==> src/logic/iopvr_pkg.sv <==
/*
 * Constants shared by the sixteen-pin I/O port and its variable RAM:
 * Wishbone register offsets, word indices, access granules, bank
 * commands and reset values.
 * Assumes a 32-bit classic Wishbone slave with byte addresses.
 */
package iopvr_pkg;

    // ------------------------------------------------------------------
    // geometry
    // ------------------------------------------------------------------
    localparam int unsigned WORD_BITS  = 16;
    localparam int unsigned WORD_COUNT = 16;
    localparam int unsigned IO_WORDS   = 3;
    localparam int unsigned GP_WORDS   = 13;
    localparam int unsigned ADDR_BITS  = 13;

    // ------------------------------------------------------------------
    // word indices inside the variable RAM
    // ------------------------------------------------------------------
    localparam logic [3:0] WIDX_INPUT = 4'h0;
    localparam logic [3:0] WIDX_LATCH = 4'h1;
    localparam logic [3:0] WIDX_DIR   = 4'h2;
    localparam logic [3:0] WIDX_GP0   = 4'h3;

    // ------------------------------------------------------------------
    // register offsets (byte addresses)
    // ------------------------------------------------------------------
    // word map: word n at WORD_BASE + 4*n, sel[0] low byte, sel[1] high
    localparam logic [12:0] OFF_WORD_BASE  = 13'h0000;
    localparam logic [12:0] OFF_WORD_LAST  = 13'h003C;
    localparam logic [12:0] OFF_BANK_CMD   = 13'h0040;
    localparam logic [12:0] OFF_BANK_STAT  = 13'h0044;
    // field window: word index = {granule, word, position}
    localparam logic [12:0] OFF_FIELD_BASE = 13'h1000;

    // field window index layout (word index bits)
    localparam int unsigned FLD_POS_LSB = 0;
    localparam int unsigned FLD_WRD_LSB = 4;
    localparam int unsigned FLD_GRN_LSB = 8;

    // ------------------------------------------------------------------
    // access granules
    // ------------------------------------------------------------------
    localparam logic [1:0] GRN_WORD   = 2'h0;
    localparam logic [1:0] GRN_BYTE   = 2'h1;
    localparam logic [1:0] GRN_NIBBLE = 2'h2;
    localparam logic [1:0] GRN_BIT    = 2'h3;

    localparam logic [15:0] MASK_WORD   = 16'hFFFF;
    localparam logic [15:0] MASK_BYTE   = 16'h00FF;
    localparam logic [15:0] MASK_NIBBLE = 16'h000F;
    localparam logic [15:0] MASK_BIT    = 16'h0001;

    // ------------------------------------------------------------------
    // bank select commands (low bits of a write to OFF_BANK_CMD)
    // ------------------------------------------------------------------
    localparam logic [1:0] CMD_PRIMARY = 2'h1;
    localparam logic [1:0] CMD_AUX     = 2'h2;
    localparam logic [1:0] CMD_TOGGLE  = 2'h3;

    // status bits
    localparam int unsigned STAT_AUX_SEL   = 0;
    localparam int unsigned STAT_AUX_AVAIL = 1;

    // ------------------------------------------------------------------
    // reset values
    // ------------------------------------------------------------------
    localparam logic [15:0] RST_WORD = 16'h0000;
    localparam logic        RST_BANK = 1'b0;

endpackage

==> src/logic/iopvr_port.sv <==
/*
 * Sixteen-pin general-purpose I/O port with its word-organised variable
 * RAM (three I/O words, thirteen general words) and an optional second
 * bank of the three I/O words for a second group of sixteen pins.
 * Assumes: a classic Wishbone master on clk_i, pads resolved outside
 * from the output and enable signals, pin levels asynchronous to clk_i.
 * The bus answers every request after one edge, mapped or not, so a
 * master never stalls on a stray address.
 * Pad outputs trail the stored words by one edge; the input word
 * trails the pins by two edges through the synchronisers.
 */
// The placing of the registers and the Wishbone interface to the registers were decided locally.
module iopvr_port
    import iopvr_pkg::*;
#(
    parameter bit AUX_BANK_EN = 1'b1
) (
    input  wire logic        clk_i,
    input  wire logic        rst_i,
    // classic wishbone slave
    input  wire logic        cyc_i,
    input  wire logic        stb_i,
    input  wire logic        we_i,
    input  wire logic [12:0] adr_i,
    input  wire logic [3:0]  sel_i,
    input  wire logic [31:0] dat_i,
    output logic      [31:0] dat_o,
    output logic             ack_o,
    // main pin group
    input  wire logic [15:0] pin_in_i,
    output logic      [15:0] pin_o,
    output logic      [15:0] pin_oe_o,
    // auxiliary pin group
    input  wire logic [15:0] aux_pin_in_i,
    output logic      [15:0] aux_pin_o,
    output logic      [15:0] aux_pin_oe_o,
    output logic             aux_selected_o
);

    // ------------------------------------------------------------------
    // helpers
    // ------------------------------------------------------------------
    // shift of a field inside its word; positions past the field count
    // are caught by field_ok
    function automatic logic [3:0] field_shift(input logic [1:0] grn,
                                               input logic [3:0] pos);
        logic [3:0] sh;
        sh = 4'h0;
        unique case (grn)
            GRN_WORD:   sh = 4'h0;
            GRN_BYTE:   sh = {pos[0], 3'b000};
            GRN_NIBBLE: sh = {pos[1:0], 2'b00};
            GRN_BIT:    sh = pos;
        endcase
        return sh;
    endfunction

    function automatic logic [15:0] field_mask(input logic [1:0] grn,
                                               input logic [3:0] pos);
        logic [15:0] base;
        base = MASK_WORD;
        unique case (grn)
            GRN_WORD:   base = MASK_WORD;
            GRN_BYTE:   base = MASK_BYTE;
            GRN_NIBBLE: base = MASK_NIBBLE;
            GRN_BIT:    base = MASK_BIT;
        endcase
        return base << field_shift(grn, pos);
    endfunction

    // a word access must name position 0, a byte 0 or 1, a nibble 0 to 3
    function automatic logic field_ok(input logic [1:0] grn,
                                      input logic [3:0] pos);
        logic ok;
        ok = 1'b0;
        unique case (grn)
            GRN_WORD:   ok = (pos == 4'h0);
            GRN_BYTE:   ok = (pos[3:1] == 3'b000);
            GRN_NIBBLE: ok = (pos[3:2] == 2'b00);
            GRN_BIT:    ok = 1'b1;
        endcase
        return ok;
    endfunction

    // ------------------------------------------------------------------
    // pin input synchronisers
    // ------------------------------------------------------------------
    logic [15:0] pin_meta;
    logic [15:0] pin_sync;
    logic [15:0] aux_meta;
    logic [15:0] aux_sync;

    // pin levels sampled
    // no reset: the chain flushes within the two reset edges
    always_ff @(posedge clk_i) begin
        pin_meta <= pin_in_i;
        pin_sync <= pin_meta;
    end

    // second group synchronised even when absent, so the read path
    // needs no special case; the flops go unused then
    always_ff @(posedge clk_i) begin
        aux_meta <= aux_pin_in_i;
        aux_sync <= aux_meta;
    end

    // ------------------------------------------------------------------
    // storage
    // ------------------------------------------------------------------
    logic [15:0] main_latch;
    logic [15:0] main_dir;
    // both banks always exist in storage; AUX_BANK_EN only gates their
    // use, so the unused copy is left for synthesis to trim
    logic [15:0] aux_latch;
    logic [15:0] aux_dir;
    logic        bank_aux;
    logic [15:0] gp_mem [GP_WORDS];

    // ------------------------------------------------------------------
    // bus decode
    // ------------------------------------------------------------------
    wire        req       = cyc_i & stb_i & ~ack_o;
    wire [10:0] word_adr  = adr_i[12:2];
    // word map at the bottom, bank command and status just above it
    wire        in_words  = (adr_i[12:6] == OFF_WORD_BASE[12:6]);
    wire        in_field  = (adr_i[12] == OFF_FIELD_BASE[12]);
    wire        hit_cmd   = ({adr_i[12:2], 2'b00} == OFF_BANK_CMD);
    wire        hit_stat  = ({adr_i[12:2], 2'b00} == OFF_BANK_STAT);

    // field window, byte address bits:
    //   [12]    window select
    //   [11:10] granule: word, byte, nibble, bit
    //   [9:6]   RAM word, 0 to 15
    //   [5:2]   field position inside the word
    // every address bit from 12 down to 2 is used, so a bad position is the only thing
    // the window refuses
    wire [1:0]  fld_grn   = word_adr[FLD_GRN_LSB +: 2];
    wire [3:0]  fld_word  = word_adr[FLD_WRD_LSB +: 4];
    wire [3:0]  fld_pos   = word_adr[FLD_POS_LSB +: 4];

    wire        field_hit = in_field & field_ok(fld_grn, fld_pos);

    // word selected by either map
    wire [3:0]  acc_word  = in_words ? adr_i[5:2] : fld_word;

    wire [15:0] lane_mask = {{8{sel_i[1]}}, {8{sel_i[0]}}};
    wire [3:0]  acc_shift = in_words ? 4'h0
                                     : field_shift(fld_grn, fld_pos);
    wire [15:0] acc_mask  = in_words ? lane_mask
                                     : field_mask(fld_grn, fld_pos);
    wire        acc_hit   = in_words | field_hit;

    // ------------------------------------------------------------------
    // word read mux
    // ------------------------------------------------------------------
    // bank switched into I/O slots
    wire [15:0] cur_input = bank_aux ? aux_sync  : pin_sync;
    wire [15:0] cur_latch = bank_aux ? aux_latch : main_latch;
    wire [15:0] cur_dir   = bank_aux ? aux_dir   : main_dir;
    // only used for words 3 to 15, so the index stays in 0 to 12
    wire [3:0]  gp_index  = acc_word - WIDX_GP0;

    logic [15:0] word_value;

    // three I/O words then general words
    always_comb begin
        unique case (acc_word)
            WIDX_INPUT: word_value = cur_input;
            WIDX_LATCH: word_value = cur_latch;
            WIDX_DIR:   word_value = cur_dir;
            default:    word_value = gp_mem[gp_index];
        endcase
    end

    // reads the addressed word: the pins in word 0, the latch in word 1
    wire [15:0] field_rd = (word_value & acc_mask) >> acc_shift;

    // ------------------------------------------------------------------
    // status word
    // ------------------------------------------------------------------
    // bit 1 tells software whether the second bank exists at all
    wire [15:0] stat_rd  = 16'(
        (32'(bank_aux) << STAT_AUX_SEL)
        | (32'(AUX_BANK_EN) << STAT_AUX_AVAIL));

    wire [31:0] next_dat = acc_hit  ? {16'h0000, field_rd}
                         : hit_stat ? {16'h0000, stat_rd}
                         : 32'h0000_0000;

    // ------------------------------------------------------------------
    // write path
    // ------------------------------------------------------------------
    wire        do_write  = req & we_i;
    wire [15:0] wr_aligned = (dat_i[15:0] << acc_shift) & acc_mask;
    wire [15:0] wr_merged  = (word_value & ~acc_mask) | wr_aligned;

    wire        wr_latch = do_write & acc_hit & (acc_word == WIDX_LATCH);
    wire        wr_dir   = do_write & acc_hit & (acc_word == WIDX_DIR);
    wire        wr_gp    = do_write & acc_hit & (acc_word >= WIDX_GP0);
    wire        wr_cmd   = do_write & hit_cmd & sel_i[0];

    wire        wr_main  = ~bank_aux;
    wire        wr_aux   = bank_aux & AUX_BANK_EN;

    // per-copy strobes; a write reaches exactly one bank
    wire        wr_main_latch = wr_latch & wr_main;
    wire        wr_main_dir   = wr_dir   & wr_main;
    wire        wr_aux_latch  = wr_latch & wr_aux;
    wire        wr_aux_dir    = wr_dir   & wr_aux;

    // ------------------------------------------------------------------
    // bank select
    // ------------------------------------------------------------------
    // the select only swaps what the bus sees in words 0 to 2; both pin
    // groups keep running from their own latch and direction copies
    logic next_bank;

    always_comb begin
        next_bank = bank_aux;
        if (wr_cmd & AUX_BANK_EN) begin
            unique case (dat_i[1:0])
                CMD_PRIMARY: next_bank = 1'b0;
                CMD_AUX:     next_bank = 1'b1;
                CMD_TOGGLE:  next_bank = ~bank_aux;
                default:     next_bank = bank_aux;
            endcase
        end
    end

    // ------------------------------------------------------------------
    // bus answer: one wait state, ack for exactly one cycle
    // ------------------------------------------------------------------
    // req masks itself with ack_o, so a master that holds its strobe
    // through the ack edge is not taken a second time
    always_ff @(posedge clk_i) begin
        if (rst_i) begin
            ack_o <= 1'b0;
        end else begin
            ack_o <= req;
        end
    end

    // read data holds until the next request, which lets a slow master
    // pick it up late
    always_ff @(posedge clk_i) begin
        if (rst_i) begin
            dat_o <= 32'h0000_0000;
        end else if (req) begin
            dat_o <= next_dat;
        end
    end

    // ------------------------------------------------------------------
    // I/O words, both banks
    // ------------------------------------------------------------------
    // cleared so all pins start as inputs
    always_ff @(posedge clk_i) begin
        if (rst_i) begin
            main_latch <= RST_WORD;
            main_dir   <= RST_WORD;
        end else begin
            if (wr_main_latch) begin
                main_latch <= wr_merged;
            end
            if (wr_main_dir) begin
                main_dir <= wr_merged;
            end
        end
    end

    always_ff @(posedge clk_i) begin
        if (rst_i) begin
            aux_latch <= RST_WORD;
            aux_dir   <= RST_WORD;
        end else begin
            if (wr_aux_latch) begin
                aux_latch <= wr_merged;
            end
            if (wr_aux_dir) begin
                aux_dir <= wr_merged;
            end
        end
    end

    always_ff @(posedge clk_i) begin
        if (rst_i) begin
            bank_aux <= RST_BANK;
        end else begin
            bank_aux <= next_bank;
        end
    end

    // ------------------------------------------------------------------
    // general words
    // ------------------------------------------------------------------
    // thirteen words in flops: too few for a RAM macro to pay off, and
    // reset can clear them all in one edge
    // word n holds byte 2n low, 2n+1 high
    always_ff @(posedge clk_i) begin
        if (rst_i) begin
            for (int i = 0; i < GP_WORDS; i++) begin
                gp_mem[i] <= RST_WORD;
            end
        end else if (wr_gp) begin
            gp_mem[gp_index] <= wr_merged;
        end
    end

    // ------------------------------------------------------------------
    // pad drivers
    // ------------------------------------------------------------------
    // registered copies so every pad signal leaves from a flip-flop;
    // costs one cycle between a write and the pad change
    always_ff @(posedge clk_i) begin
        if (rst_i) begin
            pin_o    <= RST_WORD;
            pin_oe_o <= RST_WORD;
        end else begin
            pin_o    <= main_latch;
            pin_oe_o <= main_dir;
        end
    end

    // the pad value follows the latch whatever the direction; the
    // enable alone decides whether it reaches the pin
    always_ff @(posedge clk_i) begin
        if (rst_i) begin
            aux_pin_o    <= RST_WORD;
            aux_pin_oe_o <= RST_WORD;
        end else begin
            aux_pin_o    <= AUX_BANK_EN ? aux_latch : RST_WORD;
            aux_pin_oe_o <= AUX_BANK_EN ? aux_dir : RST_WORD;
        end
    end

    always_ff @(posedge clk_i) begin
        if (rst_i) begin
            aux_selected_o <= RST_BANK;
        end else begin
            aux_selected_o <= bank_aux;
        end
    end

endmodule

==> config.mk <==
export PLATFORM = sky130hd
export DESIGN_NAME = iopvr_port
export DESIGN_NICKNAME = d
export VERILOG_FILES = /design/src/logic/iopvr_pkg.sv /design/src/logic/iopvr_port.sv
export SDC_FILE = /design/constraint.sdc
export NUM_CORES = 1
export LEC_CHECK = 0
export BUFFER_PORTS_ARGS = -buffer_cell sky130_fd_sc_hd__buf_2
export CELL_PAD_IN_SITES_DETAIL_PLACEMENT = 1
export CELL_PAD_IN_SITES_GLOBAL_PLACEMENT = 1
export CORE_UTILIZATION = 30
export DETAILED_ROUTE_END_ITERATION = 8
export GPL_TIMING_DRIVEN = 0
export PLACE_DENSITY = 0.62
export SKIP_CTS_REPAIR_TIMING = 1
export SYNTH_ARGS = -nofsm -noshare
export SYNTH_HDL_FRONTEND = slang
export SYNTH_SLANG_ARGS = --single-unit
export TNS_END_PERCENT = 10
==> constraint.sdc <==
create_clock -name clk_i -period 4.17 [get_ports clk_i]
set_clock_uncertainty 0.1 [all_clocks]
set_input_delay 0.834 -clock clk_i [delete_from_list [all_inputs] [get_ports clk_i]]
set_output_delay 0.834 -clock clk_i [all_outputs]
set_load 0.005 [all_outputs]
==> impl_metrics.env <==
export IMPL_regArea_mm2=0.0119
export IMPL_synth_area_per_cell_um2=11.6
export IMPL_postSynth_asyncResetShare=0
export IMPL_fin_cells=2879
export IMPL_htree_num_levels=2
export IMPL_crit_chain="buf_8 > or3_4 > or2_4 > o21ai_4 > buf_6 > inv_6 > buf_12 > buf_16 > ha_4 > buf_8 > a222oi_1 > nor2b_2 > a21oi_2 > nand4_1 > o22ai_4 > mux2_4 > clkbuf_16 > nor2_4"
export IMPL_post_drt_wl_per_cell_um=24.5
export IMPL_drive_above_1_share=0.281
export IMPL_initial_core_util=0.305
export IMPL_multi_input_area_mm2=0.00776
export IMPL_vdd_drop_max_mv=0.318
export IMPL_design_area_mm2=0.0249
export IMPL_overflow=0
export IMPL_power_leakage_nw=9.73
export IMPL_netlist_area_mm2=0.0197
export IMPL_cts_path_max_buffers=3
export IMPL_slew_headroom=0.292
export IMPL_die_h_um=258
export IMPL_route_vias_total=15000
export IMPL_grt_total_usage=0.204
export IMPL_violations="negative setup slack"
export IMPL_critPathKind="in -> reg"
export IMPL_vias_per_cell=5.20
export IMPL_clkSinkCount=467
export IMPL_worst_slew_pin_slew_ps=1060
export IMPL_nets=2077
export IMPL_fp_row_count=93
export IMPL_synth_seq_cells=467
export IMPL_wirelength_um=70600
export IMPL_period_share=1.05
export IMPL_grt_pass1_wl_um=101000
export IMPL_outcome="finished, violations left"
export IMPL_clk_pin_slew_worst_paths_ps=60
export IMPL_numCtsBuffers=51
export IMPL_synthesis_instances=1691
export IMPL_worstSetupStartpointType="input port"
export IMPL_slowest_delay_ps=400
export IMPL_hp_class="reg -> reg"
export IMPL_critPathSlowestCell="a222oi_1"
export IMPL_ant_nets=0
export IMPL_largest_register_ffs=256
export IMPL_setup_viol=90
export IMPL_reg2reg_slack_ps=20
export IMPL_route_detailed_drc=0
export IMPL_synth_warnings=0
export IMPL_gp_congestion=0.906
export IMPL_dp_hpwl_um=50300
export IMPL_synth_flop_cell="edfxtp_1"
export IMPL_seq_area_frac_synth=0.605
export IMPL_totalPowerFinal_w=0.0111
export IMPL_path_common_cell="buf_8"
export IMPL_fillCellCount=7003
export IMPL_period_minus_slack_ps=4360
export IMPL_dp_cells=2707
export IMPL_p_per_area_mw_per_mm2=444
export IMPL_yosysUniqueCellTypes=65
export IMPL_rsz0062_at_grt="yes"
export IMPL_setup_tns_ps=-7500
export IMPL_top_register="gp_mem"
export IMPL_cts_root_buf="clkbuf_16"
export IMPL_drtIter0Drc=1489
export IMPL_crit_fanout=8
export IMPL_synth_edf_count=256
export IMPL_grt_max_degree=17
export IMPL_dpl_instance_area_mm2=0.0216
export IMPL_finalHoldViolCount=0
export IMPL_area_growth_pct=26.8
export IMPL_max_freq_mhz=229
export IMPL_diodes=0
export IMPL_cts_tree="yes"
export IMPL_crit_required_ps=4420
export IMPL_core_area_mm2=0.0646
export IMPL_critPathArrivalTime_ps=4610
export IMPL_fin_ws_ps=-193
export IMPL_grt_pass1_vias=15000
export IMPL_critPathBufInv=7
export IMPL_antenna_found_initial=0
export IMPL_dr_pass1_iters=6
export IMPL_crit_family="simple AND/OR/NAND/NOR gates"
export IMPL_finalMaxSlewViolations=0
export IMPL_dieArea_mm2=0.0666
export IMPL_insertion_delay_ps=620
export IMPL_crit_path_end_kind="register"
export IMPL_ios=184
export IMPL_port_buffers=146
export IMPL_maxCapViolCount=0
export IMPL_die_width_um=258
-- kinds of logic (layout without fill, tap and decap cells) --
kind of cell / Yosys count / after routing / share of synthesized area
muxes: 148 / 148 / 0.118
buffers and inverters: 175 / 493 / 0.0389
and+or+nand+nor: 629 / 629 / 0.143
other: 1 / 16 / 0.000191
AOI/OAI and AO/OA: 264 / 264 / 0.0902
adders and majority gates: 7 / 7 / 0.00445
DFF: 467 / 467 / 0.605
-- per-layer routing --
| layer | global-route usage | wire, µm | up-vias |
|---|---|---|---|
| met5 | 0 | 0 | - |
| met4 | 0.0618 | 1940 | 0 |
| met3 | 0.0325 | 4420 | 107 |
| met2 | 0.346 | 34700 | 515 |
| met1 | 0.268 | 29500 | 7665 |
| li1 | - | - | 6673 |
-- worst reg2reg max path: stages (launching register included) --
cell and delay, ps:
dfxtp_1 370, buf_1 670, buf_1 760, clkbuf_1 590, mux2i_1 160, o22ai_1 490, a221oi_2 120, mux2_4 360
buf_4 170, buf_4 140, nor2_1 100
-- metrics by stage --
stage	utilization	setup slack, ps	hold slack [ps]
detailed placement	0.334	-2060	213
floorplan	-	-19.7	210
CTS	0.361	-1440	201
global placement	0.334	-2010	214
global route	0.386	-263	215
finish	0.386	-193	221
-- worst paths after layout --
kind | startpoint | end | cells past startpoint
worst max-delay path | adr_i[9] | gp_mem[3][7] | 18
worst min-delay path | pin_meta[3] | pin_sync[3] | 0
worst max register to register | bank_aux | gp_mem[10][4] | 10
worst min register to register | pin_meta[3] | pin_sync[3] | 0
-- layout make-up --
class	count	area share
Tap cell	855	0.0429
Sequential cell	467	0.477
Multi-Input combinational cell	1064	0.311
Clock buffer	66	0.0568
Clock inverter	27	0.0116
Timing Repair Buffer	231	0.0595
Buffer	139	0.0360
Inverter	30	0.00471
-- cell usage after synthesis (5+ instances only) --
| master | count | area (µm²) |
|---|---|---|
| a41oi_1 | 5 | 43.8 |
| a22oi_1 | 11 | 82.6 |
| and3_1 | 9 | 56.3 |
| o22ai_1 | 12 | 75.1 |
| buf_4 | 18 | 135 |
| ha_1 | 7 | 87.6 |
| nor2b_1 | 73 | 457 |
| nand3_1 | 11 | 55.1 |
| a21oi_1 | 84 | 420 |
| inv_1 | 28 | 105 |
| buf_1 | 11 | 41.3 |
| clkbuf_1 | 98 | 368 |
| o21a_1 | 13 | 97.6 |
| or3_1 | 10 | 62.6 |
| nand2b_1 | 20 | 125 |
| nor4_1 | 6 | 37.5 |
| mux2i_1 | 59 | 591 |
| a222oi_1 | 10 | 100 |
| and2_1 | 8 | 50.1 |
| mux2_2 | 25 | 282 |
| a211oi_1 | 6 | 45.0 |
| nand4_1 | 16 | 100 |
| edfxtp_1 | 256 | 7690 |
| a221oi_1 | 6 | 52.6 |
| nand2_1 | 85 | 319 |
| o31ai_1 | 53 | 398 |
| dfxtp_1 | 211 | 4220 |
| a31oi_1 | 6 | 37.5 |
| buf_2 | 15 | 75.1 |
| mux4_2 | 64 | 1440 |
| nor3_1 | 27 | 135 |
| o21ai_1 | 5 | 25.0 |
| o21ai_0 | 18 | 90.1 |
| nor2_1 | 349 | 1310 |
-- where the power goes --
group          switching [W]  internal, W
Combinational       0.000960     0.000556
Sequential         0.0000296      0.00497
Clock                0.00192      0.00266
-- layout by cell type (no fill, tap or decap), types with 8 or more instances in the layout --
cell / n
nor2_1: 339
edfxtp_1: 256
dfxtp_1: 211
buf_2: 145
buf_4: 95
nand2_1: 81
a21oi_1: 79
clkbuf_1: 74
nor2b_1: 72
mux4_2: 64
mux2i_1: 59
clkbuf_16: 54
o31ai_1: 44
inv_1: 27
buf_6: 18
nand4_1: 16
o21ai_0: 16
conb_1: 16
nor3_1: 15
mux2_2: 13
o21a_1: 13
clkbuf_2: 12
mux2_4: 12
clkinv_2: 12
nand3_1: 11
o22ai_1: 11
nand2b_4: 11
buf_8: 10
a222oi_1: 10
and3_1: 9
a22oi_1: 9
buf_1: 8
and2_1: 8
Power figures use the tool's default switching activity.
